==> src/verilog/ext_mode_defines.vh <==
// Purpose: Shared constants of the extended mode register decoder
// Assumes: Included by bare name from every design file
// Notes:   Bit positions refer to the address bus of the command bus
`ifndef EXT_MODE_DEFINES_VH
`define EXT_MODE_DEFINES_VH

// Extended register one field positions
`define EMR1_QOFF_BIT      12
`define EMR1_DQSN_DIS_BIT  10
`define EMR1_CAL_HI        9
`define EMR1_CAL_LO        7
`define EMR1_AL_HI         5
`define EMR1_AL_LO         3

// Calibration field codes
`define CAL_EXIT           3'h0
`define CAL_DRIVE_HIGH     3'h1
`define CAL_DRIVE_LOW      3'h2
`define CAL_ADJUST         3'h4
`define CAL_DEFAULT        3'h7

// Largest additive latency code that is not reserved
`define AL_MAX_CODE        3'h5

// Bank select codes {bank_addr_1, bank_addr_0}
`define BANK_EMR2          2'h2
`define BANK_EMR3          2'h3

// Reset values
`define RST_AL             3'h0
`define RST_CAL            3'h0
`define RST_REG16          16'h0000

// Timing counts in clock cycles and the default strength step
`define MODE_SET_CYCLES    2
`define CAL_OUT_DELAY_CYC  2
`define DEFAULT_STEP       4'h8

`endif

==> src/verilog/sat_step_counter.v <==
// Purpose: Saturating strength step counter for one driver half
// Assumes: inc and dec never both high; load wins over both
// Notes:   Holds at the end of the range instead of wrapping
`timescale 1ns/100ps
`include "ext_mode_defines.vh"

module sat_step_counter #(
  parameter       WIDTH = 4
) (
  // Clock and reset
  input  wire             clk_i,
  input  wire             sys_rst_i,
  // Control
  input  wire             load_i,
  input  wire [WIDTH-1:0] load_val_i,
  input  wire             inc_i,
  input  wire             dec_i,
  // State
  output reg  [WIDTH-1:0] step_o
);

  localparam [WIDTH-1:0] TOP_STEP = {WIDTH{1'b1}};
  localparam [WIDTH-1:0] BOT_STEP = {WIDTH{1'b0}};
  localparam [WIDTH-1:0] ONE_STEP = {{(WIDTH-1){1'b0}}, 1'b1};

  // Load, step or hold with saturation
  always @(posedge clk_i) begin
    if (sys_rst_i) begin
      step_o <= load_val_i;  // Reset lands on the default step
    end else if (load_i) begin
      step_o <= load_val_i;
    end else if (inc_i && (step_o != TOP_STEP)) begin
      step_o <= step_o + ONE_STEP;
    end else if (dec_i && (step_o != BOT_STEP)) begin
      step_o <= step_o - ONE_STEP;
    end
  end

endmodule

==> src/verilog/ext_mode_cal.v <==
// Purpose: Extended mode register writes and driver impedance calibration
// Assumes: Command pins sampled on clk_i; one adjust beat per clock
// Notes:   Column latency comes from the main mode register outside
//
// Contract
// - Decode register two write on bank 10
// - Mode set cycle time guards next command
// - Register two undefined until first write
// - Bit 12 disables all data and strobe outputs
// - Calibration field decodes exit, drive, adjust, default
// - Additive latency codes 0 to 5, rest reserved
// - Drive high and low patterns on data, strobes
// - Complement strobe drive follows its disable bit
// - One strength setting for all data lines
// - Sixteen saturating steps, default anywhere
// - Four-beat adjust code table
// - Code captured write latency after adjust command
// - Adjust command keeps previous additive latency
// - Beats taken in fixed order 0 to 3
// - Decode register one write on bank_addr_0 high and bank_addr_1 low
// - Bit 10 gives single-ended strobe
// - Drive outputs switch after calibration output delay
`timescale 1ns/100ps
`include "ext_mode_defines.vh"

module ext_mode_cal #(
  parameter DQ_WIDTH   = 16,
  parameter DQS_WIDTH  = 2,
  parameter STEP_WIDTH = 4,
  parameter MRD_CYC    = `MODE_SET_CYCLES,
  parameter OIT_CYC    = `CAL_OUT_DELAY_CYC,
  parameter [STEP_WIDTH-1:0] DEFAULT_STEP = `DEFAULT_STEP
) (
  // Clock and reset
  input  wire                  clk_i,
  input  wire                  sys_rst_i,
  // Command bus
  input  wire                  cs_n_i,
  input  wire                  ras_n_i,
  input  wire                  cas_n_i,
  input  wire                  we_n_i,
  input  wire                  bank_addr_0_i,
  input  wire                  bank_addr_1_i,
  input  wire [15:0]           addr_i,
  // Column latency and adjust code data
  input  wire [2:0]            column_latency_i,
  input  wire [DQ_WIDTH-1:0]   dq_i,
  // Register one state
  output reg                   output_off_o,
  output reg                   strobe_single_ended_o,
  output reg  [2:0]            additive_latency_o,
  output reg                   al_reserved_o,
  output reg  [2:0]            cal_mode_o,
  // Registers two and three
  output reg  [15:0]           emr2_o,
  output reg                   emr2_valid_o,
  output reg  [15:0]           emr3_o,
  // Command timing
  output reg                   mode_set_busy_o,
  output reg                   cmd_too_early_o,
  // Drivers, enables low while driving
  output reg  [DQ_WIDTH-1:0]   dq_o,
  output reg  [DQ_WIDTH-1:0]   dq_oe_n_o,
  output reg  [DQS_WIDTH-1:0]  dqs_o,
  output reg  [DQS_WIDTH-1:0]  dqs_oe_n_o,
  output reg  [DQS_WIDTH-1:0]  dqs_c_o,
  output reg  [DQS_WIDTH-1:0]  dqs_c_oe_n_o,
  // Strength settings
  output wire [STEP_WIDTH-1:0] pullup_step_o,
  output wire [STEP_WIDTH-1:0] pulldown_step_o,
  output reg                   adjust_reserved_o
);

  localparam [1:0] ST_IDLE = 2'h0;
  localparam [1:0] ST_WAIT = 2'h1;
  localparam [1:0] ST_BEAT = 2'h2;
  localparam [1:0] DRV_OFF  = 2'h0;
  localparam [1:0] DRV_HIGH = 2'h1;
  localparam [1:0] DRV_LOW  = 2'h2;
  localparam [3:0] MRD_LOAD = MRD_CYC[3:0] - 4'h1;
  localparam [3:0] OIT_LOAD = OIT_CYC[3:0] - 4'h1;

  // Adjust code to {pu_inc, pu_dec, pd_inc, pd_dec}; code[3] is beat 0
  function [3:0] adj_decode;
    input [3:0] code;
    begin
      case (code)
        4'h1, 4'h2, 4'h4, 4'h8, 4'h5, 4'h6, 4'h9, 4'hA: begin
          adj_decode = {code[0], code[1], code[2], code[3]};
        end
        default: adj_decode = 4'h0;
      endcase
    end
  endfunction

  wire       mset     = !cs_n_i && !ras_n_i && !cas_n_i && !we_n_i;
  wire [1:0] bank     = {bank_addr_1_i, bank_addr_0_i};
  wire       emr1_wr  = mset && bank_addr_0_i && !bank_addr_1_i;
  wire       emr2_wr  = mset && (bank == `BANK_EMR2);
  wire       emr3_wr  = mset && (bank == `BANK_EMR3);
  wire [2:0] cal_fld  = addr_i[`EMR1_CAL_HI:`EMR1_CAL_LO];
  wire [2:0] al_fld   = addr_i[`EMR1_AL_HI:`EMR1_AL_LO];
  wire       any_cmd  = !cs_n_i && !(ras_n_i && cas_n_i && we_n_i);

  reg  [3:0]            mrd_cnt_reg;
  reg  [1:0]            drv_target_reg;
  reg  [1:0]            drv_level_reg;
  reg  [3:0]            oit_cnt_reg;
  reg                   oit_run_reg;
  reg  [1:0]            adj_state_reg;
  reg  [4:0]            adj_cnt_reg;
  reg  [1:0]            beat_reg;
  reg  [3:0]            code_reg;
  reg  [3:0]            adj_apply_reg;
  reg                   cal_load_reg;
  wire [4:0]            wl_cyc = {2'b00, additive_latency_o} + {2'b00, column_latency_i} - 5'h01;
  wire [3:0]            code_full = {code_reg[2:0], dq_i[0]};

  ////////////////////////////////////////////////////////////////////////
  // Register one, two and three storage
  always @(posedge clk_i) begin
    if (sys_rst_i) begin
      output_off_o          <= 1'b0;
      strobe_single_ended_o <= 1'b0;
      additive_latency_o    <= `RST_AL;
      al_reserved_o         <= 1'b0;
      cal_mode_o            <= `RST_CAL;
      emr2_o                <= `RST_REG16;
      emr2_valid_o          <= 1'b0;
      emr3_o                <= `RST_REG16;
    end else begin
      if (emr1_wr) begin
        output_off_o          <= addr_i[`EMR1_QOFF_BIT];
        strobe_single_ended_o <= addr_i[`EMR1_DQSN_DIS_BIT];
        cal_mode_o            <= cal_fld;
        if (cal_fld != `CAL_ADJUST) begin
          // Reserved latency codes keep the previous latency
          if (al_fld <= `AL_MAX_CODE) begin
            additive_latency_o <= al_fld;
          end
          al_reserved_o <= (al_fld > `AL_MAX_CODE);
        end
        // Adjust leaves the latency untouched
      end
      if (emr2_wr) begin
        emr2_o       <= addr_i;
        emr2_valid_o <= 1'b1;
      end
      if (emr3_wr) begin
        emr3_o <= addr_i;
      end
    end
  end

  ////////////////////////////////////////////////////////////////////////
  // Mode set cycle time guard
  always @(posedge clk_i) begin
    if (sys_rst_i) begin
      mrd_cnt_reg     <= 4'h0;
      mode_set_busy_o <= 1'b0;
      cmd_too_early_o <= 1'b0;
    end else begin
      cmd_too_early_o <= mode_set_busy_o && any_cmd;
      if (mset && MRD_CYC > 1) begin  // Main register writes arm it too
        mrd_cnt_reg     <= MRD_LOAD;
        mode_set_busy_o <= 1'b1;
      end else if (mrd_cnt_reg != 4'h0) begin
        mrd_cnt_reg     <= mrd_cnt_reg - 4'h1;
        mode_set_busy_o <= (mrd_cnt_reg != 4'h1);
      end else begin
        mode_set_busy_o <= 1'b0;
      end
    end
  end

  ////////////////////////////////////////////////////////////////////////
  // Drive mode target and output delay
  always @(posedge clk_i) begin
    if (sys_rst_i) begin
      drv_target_reg <= DRV_OFF;
      drv_level_reg  <= DRV_OFF;
      oit_cnt_reg    <= 4'h0;
      oit_run_reg    <= 1'b0;
    end else begin
      if (emr1_wr && (cal_fld == `CAL_DRIVE_HIGH || cal_fld == `CAL_DRIVE_LOW || cal_fld == `CAL_EXIT)) begin
        drv_target_reg <= cal_fld[1:0];  // Exit, high, low codes equal the levels
        oit_cnt_reg    <= OIT_LOAD;
        oit_run_reg    <= 1'b1;
      end else if (oit_run_reg) begin
        if (oit_cnt_reg == 4'h0) begin
          drv_level_reg <= drv_target_reg;
          oit_run_reg   <= 1'b0;
        end else begin
          oit_cnt_reg <= oit_cnt_reg - 4'h1;
        end
      end
    end
  end

  ////////////////////////////////////////////////////////////////////////
  // Output drivers from the applied drive level
  always @(posedge clk_i) begin
    if (sys_rst_i || output_off_o || drv_level_reg == DRV_OFF) begin
      dq_o         <= {DQ_WIDTH{1'b0}};
      dq_oe_n_o    <= {DQ_WIDTH{1'b1}};
      dqs_o        <= {DQS_WIDTH{1'b0}};
      dqs_oe_n_o   <= {DQS_WIDTH{1'b1}};
      dqs_c_o      <= {DQS_WIDTH{1'b0}};
      dqs_c_oe_n_o <= {DQS_WIDTH{1'b1}};
    end else begin
      dq_o         <= {DQ_WIDTH{drv_level_reg == DRV_HIGH}};
      dq_oe_n_o    <= {DQ_WIDTH{1'b0}};
      dqs_o        <= {DQS_WIDTH{drv_level_reg == DRV_HIGH}};
      dqs_oe_n_o   <= {DQS_WIDTH{1'b0}};
      dqs_c_o      <= {DQS_WIDTH{drv_level_reg == DRV_LOW}};
      dqs_c_oe_n_o <= {DQS_WIDTH{strobe_single_ended_o}};
    end
  end

  ////////////////////////////////////////////////////////////////////////
  // Adjust code capture, beat 0 at write latency
  always @(posedge clk_i) begin
    if (sys_rst_i) begin
      adj_state_reg     <= ST_IDLE;
      adj_cnt_reg       <= 5'h00;
      beat_reg          <= 2'h0;
      code_reg          <= 4'h0;
      adj_apply_reg     <= 4'h0;
      adjust_reserved_o <= 1'b0;
      cal_load_reg      <= 1'b0;
    end else begin
      adj_apply_reg <= 4'h0;
      cal_load_reg  <= emr1_wr && (cal_fld == `CAL_DEFAULT);
      case (adj_state_reg)
        ST_IDLE: begin
          if (emr1_wr && cal_fld == `CAL_ADJUST) begin
            adj_cnt_reg   <= wl_cyc - 5'h01;
            adj_state_reg <= ST_WAIT;
          end
        end
        ST_WAIT: begin
          if (adj_cnt_reg == 5'h00) begin
            code_reg      <= {3'h0, dq_i[0]};
            beat_reg      <= 2'h1;
            adj_state_reg <= ST_BEAT;
          end else begin
            adj_cnt_reg <= adj_cnt_reg - 5'h01;
          end
        end
        ST_BEAT: begin
          code_reg <= code_full;
          beat_reg <= beat_reg + 2'h1;
          if (beat_reg == 2'h3) begin
            adj_apply_reg     <= adj_decode(code_full);
            adjust_reserved_o <= (adj_decode(code_full) == 4'h0) && (code_full != 4'h0);
            adj_state_reg     <= ST_IDLE;
          end
        end
        default: adj_state_reg <= ST_IDLE;
      endcase
    end
  end

  ////////////////////////////////////////////////////////////////////////
  // Pull-up counter in slot 1, pull-down in slot 0, shared by all data lines
  wire [2*STEP_WIDTH-1:0] step_bus;
  genvar                  k;
  generate
    for (k = 0; k < 2; k = k + 1) begin : g_step
      sat_step_counter #(
        .WIDTH      (STEP_WIDTH)
      ) u_step (
        .clk_i      (clk_i),
        .sys_rst_i  (sys_rst_i),
        .load_i     (cal_load_reg),
        .load_val_i (DEFAULT_STEP),
        .inc_i      (adj_apply_reg[2*k+1]),
        .dec_i      (adj_apply_reg[2*k]),
        .step_o     (step_bus[k*STEP_WIDTH +: STEP_WIDTH])
      );
    end
  endgenerate

  assign pullup_step_o   = step_bus[2*STEP_WIDTH-1:STEP_WIDTH];
  assign pulldown_step_o = step_bus[STEP_WIDTH-1:0];

endmodule

==> config.mk <==
export PLATFORM = sky130hd
export DESIGN_NAME = ext_mode_cal
export DESIGN_NICKNAME = d
export VERILOG_FILES = /design/src/verilog/sat_step_counter.v /design/src/verilog/ext_mode_cal.v
export VERILOG_INCLUDE_DIRS = /design/src /design/src/verilog
export SDC_FILE = /design/constraint.sdc
export NUM_CORES = 1
export LEC_CHECK = 0
export ABC_AREA = 1
export BUFFER_PORTS_ARGS = -buffer_cell sky130_fd_sc_hd__buf_2
export CAP_MARGIN = 0
export CORE_MARGIN = 2
export CORE_UTILIZATION = 40
export DETAILED_ROUTE_END_ITERATION = 10
export GPL_TIMING_DRIVEN = 0
export PLACE_DENSITY = 0.68
export SYNTH_ARGS = -nofsm -noshare
export SYNTH_HDL_FRONTEND = slang
export SYNTH_SLANG_ARGS = --single-unit
==> constraint.sdc <==
create_clock -name clk_i -period 1.6 [get_ports clk_i]
set_input_delay 0.24 -clock clk_i [delete_from_list [all_inputs] [get_ports clk_i]]
set_output_delay 0.24 -clock clk_i [all_outputs]
set_load 0.02 [all_outputs]
==> flow_summary.toml, run 1 <==
[power]
peakVddDrop_uv = 609
power_density_mw_per_mm2 = 826
p_leak_uw = 0.00269

[worst_setup_path]
worst_ep_arrival_time_ns = 2.01
worstPathBufferInverterCount = 2
crit_family = "adder cells"
startpoint_type = "flip-flop"
rr_startpoint = "additive_latency_o[1]$_SDFFE_PP0P_"
path_class = "flip-flop to flip-flop"
crit_path_max_incr_delay_ns = 0.37
end_kind = "flip-flop"
rrSetupSlack_ns = -0.11
path_common_cell = "nand2_1"
reg2reg_to = "adj_cnt_reg[3]$_SDFFE_PP0P_"
cp_max_fo = 2
slowest_stage = "dfxtp_4"
reg2reg_depth = 11
cp_cell_sequence = "inv_4 > ha_4 > inv_2 > ha_4 > fa_2 > xnor2_2 > nand2_1 > nand2_1 > nand2_1 > nand2_1 > nor2_1"
required_ns = 1.90

[yosys]
synth_cells = 540
ys_async_sr_fraction_pct = 0
synth_area_leaders = "dfxtp_1 42%, nor2_1 7.8%, nand2_1 6.7%, buf_4 6.6%, inv_1 6.0%"
synthesis.area_mm2 = 0.00412
synthFlopType = "dfxtp_1"
seq_area_frac_synth_pct = 42.3
yosys.cell_count.top_type = "dfxtp_1"
synth_edf_count = 0
ys_warn_count = 0
synthesis.nets = 601
synth_seq_cells = 87
synth.distinct_cells = 36
netlist_top_cells_count = "87 x dfxtp_1, 85 x nor2_1, 73 x nand2_1, 66 x inv_1, 44 x o21ai_0"
synth_top_area_share_pct = 42.3
synth.avg_cell_area_um2 = 7.62
synth_top_cell_by_area = "dfxtp_1"

[placed_design]
place_hpwl_um = 7220
io_buffer_count = 119
dp_worst_setup_slack_ns = -0.138
place.gp.congestion = 0.851

[global_routing]
grt_max_degree = 19
grt-ovfl-total = 0
grt_pass1_wl_um = 16400
grt_pass1_vias = 3561
antenna_found_initial = 0
grt_use_total_pct = 18.1

[timing]
fin_skew_ns = 0.0109
final_hold_viol_count = 0
setup_violations = 4
drv_slew = 0
period_minus_slack_ns = 1.71
fin_ws_ns = -0.109
fmax_mhz = 585
worstMarginPinSlew_ns = 0.576
whs_ns = 0.0723
slew_headroom_pct = 61.6
min_period_over_period_pct = 107
rsz0062_at_grt = "yes"

[route]
drtIter0Drc = 155
drt-wirelength-per-cell_um = 12.2
vias = 3846
drc_errors = 0
vias_per_cell = 4.66
drt.antenna.violating_nets = 0
first_pass_iters = 4
wl_um = 10000

[min_path]
hold_path_class = "input pin to flip-flop"
worstHoldStart = "ras_n_i"
whs_path_depth = 2
min_to = "cmd_too_early_o$_SDFF_PP0_"

[layout]
nFillCells = 970
top_regs = "emr2_o x16, emr3_o x16, g_step.u_step.step_o x8"
multi_input_area_mm2 = 0.00195
num_antenna_cells = 0
drive_gt1_share_pct = 36.0
nets = 745
seq_area_mm2 = 0.00178
area_delta_synth_final_pct = 32.2

[floorplanning]
dieArea_mm2 = 0.0111
coreArea_mm2 = 0.0101
die_w_um = 105
top_level_ports = 136
fp.dieH_um = 105
initial_core_util_pct = 40.6
rows = 37

[cts]
clk_pin_slew_worst_paths_ns = 0.09
cts_buffer_depth = 2
numCtsBuffers = 9
cts-root-buf = "clkbuf_8"
cts_tree = "yes"
cts_hold_buffers = 0
htree_levels = 3
numClockSinks = 87
clk_latency_ns = 0.36

[run]
cap_viol_max_count = 0

[outcome]
failed_checks = "negative setup slack"
outcome = "finished with violations"
[worst max-delay path by stage]
stage | to | cells past startpoint | start
finish | adj_cnt_reg[3]$_SDFFE_PP0P_ | 11 | additive_latency_o[1]$_SDFFE_PP0P_
global route | adj_cnt_reg[2]$_SDFFE_PP0P_ | 9 | additive_latency_o[1]$_SDFFE_PP0P_
CTS | adj_cnt_reg[3]$_SDFFE_PP0P_ | 11 | additive_latency_o[1]$_SDFFE_PP0P_
detailed placement | adj_cnt_reg[3]$_SDFFE_PP0P_ | 12 | column_latency_i[1]
global placement | adj_cnt_reg[3]$_SDFFE_PP0P_ | 12 | column_latency_i[1]
floorplan | adj_cnt_reg[3]$_SDFFE_PP0P_ | 11 | additive_latency_o[1]$_SDFFE_PP0P_
[layout by cell type (no fill, tap or decap), types with 4 or more instances in the layout]
master    instances
ha_4              6
nand2_2           7
nor2_2            5
buf_4            48
dfxtp_4           9
nand2_1          65
a21oi_1          37
nand2_4           7
nand3_1          17
a211oi_1          5
xnor2_1           4
o21ai_0          44
nor2_1           83
clkbuf_1          9
clkbuf_8          9
buf_2           120
dfxtp_1          75
nor3_1            9
inv_2             6
ha_1              9
inv_1            62
buf_6             5
nand4_1           6
[metal layers]
layer / global-route usage (%) / share of wire, % / wire [um]
met1: 22.9 / 45 / 4540
met3: 5.69 / 6.5 / 655
met4: 4.95 / 1.0 / 100
met2: 30.0 / 47 / 4740
met5: 0 / 0 / 0
[logic make-up (layout without fill, tap and decap cells)]
kind of cell             Yosys count  after routing  synth area share (%)
buffers and inverters            119            268                  14.7
multiplexers                       1              1                 0.243
adder cells (fa/ha/maj)           18             18                  6.02
XOR/XNOR                           7              7                  1.49
flip-flops                        87             87                  42.3
AO/OA/AOI/OAI                     97             97                  12.5
AND/OR/NAND/NOR                  211            211                  22.7
[layout make-up]
type | instances | share of cell area (%)
timing repair buffer | 133 | 13.0
sequential | 87 | 32.7
clock inverter | 7 | 1.86
inverter | 70 | 4.87
tap | 136 | 3.13
clock buffer | 9 | 2.28
multi-input combinational | 334 | 35.8
buffer | 49 | 6.30
[per-stage QoR]
stage               util, %  area [um2]  TNS (ns)  total power (uW)  cells
CTS                    51.5        5230    -0.201              4530    814
finish                 53.7        5440    -0.194              4490    825
detailed placement     48.6        4930    -0.382              2800    795
global placement       48.6        4930    -0.142              2780    795
global route           53.7        5440    -0.663              4700    825
floorplan                 -        4170   -0.0935              2640    540
[worst register-to-register path, cell delays in order, from the launching register on]
cell	delay, ns
dfxtp_4	0.37
inv_4	0.04
ha_4	0.24
inv_2	0.03
ha_4	0.15
fa_2	0.35
xnor2_2	0.14
nand2_1	0.07
nand2_1	0.06
nand2_1	0.06
nand2_1	0.05
nor2_1	0.09
[power breakdown]
group	total (uW)	internal, uW	switching, uW
Clock	1740	897	842
Combinational	500	191	308
Sequential	2250	2210	42.6
Total	4490	3300	1190
[what timing repair did]
item                       in CTS  in global routing
setup endpoints to repair      38                  8
cloned                          0                  0
resized for setup               9                 31
pin swaps                       6                 22
buffers inserted                3                 11
Power figures use the tool's default switching activity.
==> run 2, diff against run 1 <==
--- a/config.mk
+++ b/config.mk
@@ -14,6 +14,7 @@
 export DETAILED_ROUTE_END_ITERATION = 10
 export GPL_TIMING_DRIVEN = 0
 export PLACE_DENSITY = 0.68
+export SKIP_CTS_REPAIR_TIMING = 1
 export SYNTH_ARGS = -nofsm -noshare
 export SYNTH_HDL_FRONTEND = slang
 export SYNTH_SLANG_ARGS = --single-unit
==> flow_summary.toml, run 2 (same netlist as run 1, synthesis figures left out) <==
[worst_setup_path]
path_class = "flip-flop to flip-flop"
path_common_cell = "nand2_1"
worst_ep_arrival_time_ns = 2.01
cp_max_fo = 2
worstPathBufferInverterCount = 2
cp_cell_sequence = "inv_4 > ha_4 > inv_2 > ha_4 > fa_2 > xnor2_2 > nand2_1 > nand2_1 > nand2_1 > nand2_1 > nor2_1"
required_ns = 1.90
end_kind = "flip-flop"
slowest_stage = "dfxtp_4"
crit_path_max_incr_delay_ns = 0.37
startpoint_type = "flip-flop"
crit_family = "adder cells"

[layout]
drive_gt1_share_pct = 34.7
final_common_cell = "buf_2"
nets = 741
multi_input_area_mm2 = 0.00190
nFillCells = 979
finalNonFillerCells = 821
layout_common_cells = "120 x buf_2, 84 x nor2_1, 75 x dfxtp_1, 66 x nand2_1, 63 x inv_1"
postLayoutCoreUtil_pct = 52.8
seq_area_mm2 = 0.00178
top_regs = "emr2_o x16, emr3_o x16, g_step.u_step.step_o x8"
final_cell_area_mm2 = 0.00536
area_delta_synth_final_pct = 30.2
num_antenna_cells = 0

[timing]
period_minus_slack_ns = 1.71
rsz0062_at_grt = "yes"
tns_ns = -0.202
worstMarginPinSlew_ns = 0.612
slew_headroom_pct = 59.2
setup_violations = 3
fin_skew_ns = 0.0103
fmax_mhz = 585
min_period_over_period_pct = 107
final_hold_viol_count = 0
drv_slew = 0
fin_ws_ns = -0.109

[cts]
clk_latency_ns = 0.36
clk_pin_slew_worst_paths_ns = 0.09
cts_tree = "yes"
numCtsBuffers = 9
cts_buffer_depth = 2
cts-root-buf = "clkbuf_8"
htree_levels = 3
numClockSinks = 87

[floorplanning]
fp.dieH_um = 105
rows = 37
die_w_um = 105
top_level_ports = 136
coreArea_mm2 = 0.0101
dieArea_mm2 = 0.0111
initial_core_util_pct = 40.6

[power]
power_density_mw_per_mm2 = 838
p_leak_uw = 0.00267
pwr-share-comb_pct = 11.1
peakVddDrop_uv = 607
power.share.clock_pct = 38.7
power.switching_uw = 1190
seqPwrFrac_pct = 50.2
internal_power_uw = 3300
switching_share_pct = 26.5

[placed_design]
place_hpwl_um = 7220
placed_cell_area_mm2 = 0.00493
place_inst = 795
place.gp.congestion = 0.851
dp_worst_setup_slack_ns = -0.138
io_buffer_count = 119

[route]
drtIter0Drc = 142
wl_um = 9790
drt.antenna.violating_nets = 0
first_pass_iters = 5
vias = 3824
drt-wirelength-per-cell_um = 11.9
vias_per_cell = 4.66
drc_errors = 0

[global_routing]
grt_use_total_pct = 17.9
antenna_found_initial = 0
grt_pass1_wl_um = 16200
grt_max_degree = 19
grt_pass1_vias = 3519
grt-ovfl-total = 0

[outcome]
failed_checks = "negative setup slack"
outcome = "finished with violations"

[run]
cap_viol_max_count = 0

[min_path]
hold_path_class = "input pin to flip-flop"
-- run 2: worst reg2reg max path: cells and delay by family (launching register included) --
kind                       cells  cell delay [ns]
DFF                            1             0.37
buffers and inverters          2             0.07
and+or+nand+nor                5             0.34
adders and majority gates      3             0.74
xor gates and xnor gates       1             0.14
-- run 2: area by class of cell --
class / instances / share of cell area (%)
multi-input combinational: 334 / 35.5
sequential: 87 / 33.2
timing repair buffer: 129 / 12.5
buffer: 49 / 6.40
inverter: 70 / 4.95
tap: 136 / 3.18
clock buffer: 9 / 2.31
clock inverter: 7 / 1.89
-- run 2: final timing paths --
kind                                 startpoint                          end  slack [ns]  depth (start not counted)
max reg2reg  additive_latency_o[1]$_SDFFE_PP0P_  adj_cnt_reg[3]$_SDFFE_PP0P_       -0.11                         11
min reg2reg       drv_level_reg[1]$_SDFFE_PP0P_          dqs_o[0]$_SDFF_PP0_        0.44                          1
min                                     ras_n_i   cmd_too_early_o$_SDFF_PP0_        0.07                          2
max          additive_latency_o[1]$_SDFFE_PP0P_  adj_cnt_reg[3]$_SDFFE_PP0P_       -0.11                         11
-- run 2: metal layers --
metal	routed length, um	up-vias	GRT usage (%)
met1	4580	1745	22.9
met5	0	-	0
met3	578	10	5.69
met4	76	0	4.67
li1	-	1967	-
met2	4560	102	29.1
-- run 2: per-stage QoR --
step | hold slack [ns] | power [uW]
6_report | 0.0728 | 4490
5_1_grt | 0.0756 | 4690
4_1_cts | 0.0618 | 4530
3_5_place_dp | 0.432 | 2800
3_3_place_gp | 0.427 | 2780
2_1_floorplan | 0.338 | 2640
-- run 2: power by group through the flow --
stage	logic (uW)	registers, uW	clock network (uW)
finish	499	2260	1740
detailed placement	489	2310	0
floorplan	304	2340	0
CTS	493	2260	1770
global route	563	2260	1870
global placement	464	2310	0
==> run 3, diff against run 2 <==
--- a/config.mk
+++ b/config.mk
@@ -6,7 +6,6 @@
 export SDC_FILE = /design/constraint.sdc
 export NUM_CORES = 1
 export LEC_CHECK = 0
-export ABC_AREA = 1
 export BUFFER_PORTS_ARGS = -buffer_cell sky130_fd_sc_hd__buf_2
 export CAP_MARGIN = 0
 export CORE_MARGIN = 2
==> flow_summary.toml, run 3 <==
[layout]
final_common_cell = "buf_2"
drive_gt1_share_pct = 39.0
num_antenna_cells = 0
layout_common_cells = "119 x buf_2, 84 x nand2_1, 71 x dfxtp_1, 50 x buf_4, 49 x a21oi_1"
top_regs = "emr2_o x16, emr3_o x16, g_step.u_step.step_o x8"
nets = 671
area_delta_synth_final_pct = 31.7
final_cell_area_mm2 = 0.00532
finalNonFillerCells = 748

[yosys]
synth_top_cell_by_area = "dfxtp_1"
seq_area_frac_synth_pct = 43.1
synth_edf_count = 0
netlist_top_cells_count = "87 x dfxtp_1, 86 x nand2_1, 51 x a21oi_1, 37 x buf_4, 28 x nor2_1"
synth_area_leaders = "dfxtp_1 43%, nand2_1 8.0%, buf_4 6.9%, a21oi_1 6.3%, ha_1 4.6%"
synth_seq_cells = 87
synth.avg_cell_area_um2 = 8.62
synthesis.nets = 530
synthFlopType = "dfxtp_1"
synth.distinct_cells = 53
ys_warn_count = 0
synthesis.area_mm2 = 0.00404
yosys.cell_count.top_type = "dfxtp_1"
synth_cells = 469
ys_async_sr_fraction_pct = 0
synth_top_area_share_pct = 43.1

[placed_design]
placed_cell_area_mm2 = 0.00489
place_hpwl_um = 7480
place_inst = 720
io_buffer_count = 118
place.gp.congestion = 0.758

[timing]
setup_violations = 9
worstMarginPinSlew_ns = 0.555
final_hold_viol_count = 0
min_period_over_period_pct = 116
drv_slew = 0
fmax_mhz = 541
tns_ns = -1.50
period_minus_slack_ns = 1.85
fin_skew_ns = 0.0113
fin_ws_ns = -0.248
slew_headroom_pct = 63.0
rsz0062_at_grt = "yes"

[worst_setup_path]
crit_path_max_incr_delay_ns = 0.48
cp_cell_sequence = "or4b_4 > o32a_4 > or2_4 > o32ai_2"
path_class = "flip-flop to flip-flop"
cp_max_fo = 6
end_kind = "flip-flop"
slowest_stage = "or4b_4"
required_ns = 1.86
startpoint_type = "flip-flop"
reg2reg_depth = 4
worst_ep_arrival_time_ns = 2.11
rrSetupSlack_ns = -0.25

[cts]
cts-root-buf = "clkbuf_8"
clk_latency_ns = 0.35
numCtsBuffers = 9
cts_tree = "yes"
htree_levels = 3
numClockSinks = 87
clk_pin_slew_worst_paths_ns = 0.08
cts_buffer_depth = 2

[min_path]
hold_path_class = "input pin to flip-flop"
whs_path_depth = 2

[power]
power_density_mw_per_mm2 = 834
p_leak_uw = 0.00236
peakVddDrop_uv = 492

[route]
drt-wirelength-per-cell_um = 13.7
drt.antenna.violating_nets = 0
drtIter0Drc = 185
first_pass_iters = 4
vias = 3667
drc_errors = 0
wl_um = 10300
vias_per_cell = 4.90

[floorplanning]
initial_core_util_pct = 41.3
dieArea_mm2 = 0.0109
die_w_um = 105
coreArea_mm2 = 0.00977
top_level_ports = 136
fp.dieH_um = 105
rows = 36

[outcome]
failed_checks = "negative setup slack"
outcome = "finished with violations"

[global_routing]
grt_use_total_pct = 18.4
grt_pass1_wl_um = 16500
grt_max_degree = 19
grt_pass1_vias = 3423
grt-ovfl-total = 0
antenna_found_initial = 0

[run]
cap_viol_max_count = 0
[run 3: changes by cell type in the layout (fill, tap and decap cells not counted), sizes merged, moves of 5 or more]
| cell | before | now |
|---|---|---|
| clkbuf | 18 | 28 |
| nand2 | 79 | 86 |
| o21ai | 49 | 4 |
| nor4 | 0 | 6 |
| nand3 | 21 | 10 |
| nor2 | 89 | 28 |
| a21oi | 38 | 51 |
| inv | 72 | 21 |
| mux2i | 1 | 12 |
| nor2b | 0 | 6 |
| nor3b | 0 | 5 |
[run 3: path summary, 6_finish.rpt]
kind,startpoint,endpoint
min,ras_n_i,cmd_too_early_o$_SDFF_PP0_
max reg2reg,adj_state_reg[0]$_SDFFE_PP0P_,adj_cnt_reg[3]$_SDFFE_PP0P_
min reg2reg,mode_set_busy_o$_SDFF_PP0_,cmd_too_early_o$_SDFF_PP0_
max,adj_state_reg[0]$_SDFFE_PP0P_,adj_cnt_reg[3]$_SDFFE_PP0P_
[run 3: cells by family (layout without fill, tap and decap cells)]
kind of cell,count (synthesis),in the layout,synth area share (%)
buffers and inverters,78,224,10.7
muxes,12,12,2.97
and+or+nand+nor,175,175,20.6
AOI/OAI and AO/OA,90,90,14.6
xor gates and xnor gates,9,9,1.95
adders and majority gates,18,18,6.13
DFF,87,87,43.1
[run 3: layout make-up]
cell class,instances,area (um2)
clock inverter,5,80.1
multi-input combinational,304,2020
fill,910,4450
tap,133,166
inverter,21,78.8
buffer,56,363
timing repair buffer,131,688
sequential,87,1790
clock buffer,11,141
[run 3: where the power goes]
group / leakage, uW / internal, uW / switching, uW
logic: 0.00153 / 205 / 295
registers: 0.000711 / 2210 / 37.6
clock network: 0.000114 / 924 / 770
[run 3: worst max-delay path, delay by kind of cell, from the launching register on]
kind	cells	cell delay (ns)
AO/OA/AOI/OAI	2	0.66
AND/OR/NAND/NOR	2	0.76
flip-flops	1	0.35
[run 3: per-stage QoR]
step	hold slack, ns	power [uW]	worst slack (ns)	utilization (%)
after detailed placement	0.425	2780	-0.550	50.0
after floorplan	0.338	2620	-0.229	-
after global placement	0.432	2760	-0.501	50.0
after CTS	0.117	4470	-0.338	52.3
after global routing	0.122	4650	-0.319	54.5
final	0.130	4440	-0.248	54.5
[run 3: metal layers]
metal	vias to the layer above	wire length (um)	global-route usage (%)
met5	-	0	0
met4	0	158	5.60
met3	15	875	6.89
met2	129	4730	30.1
met1	1676	4490	22.5
li1	1847	-	-
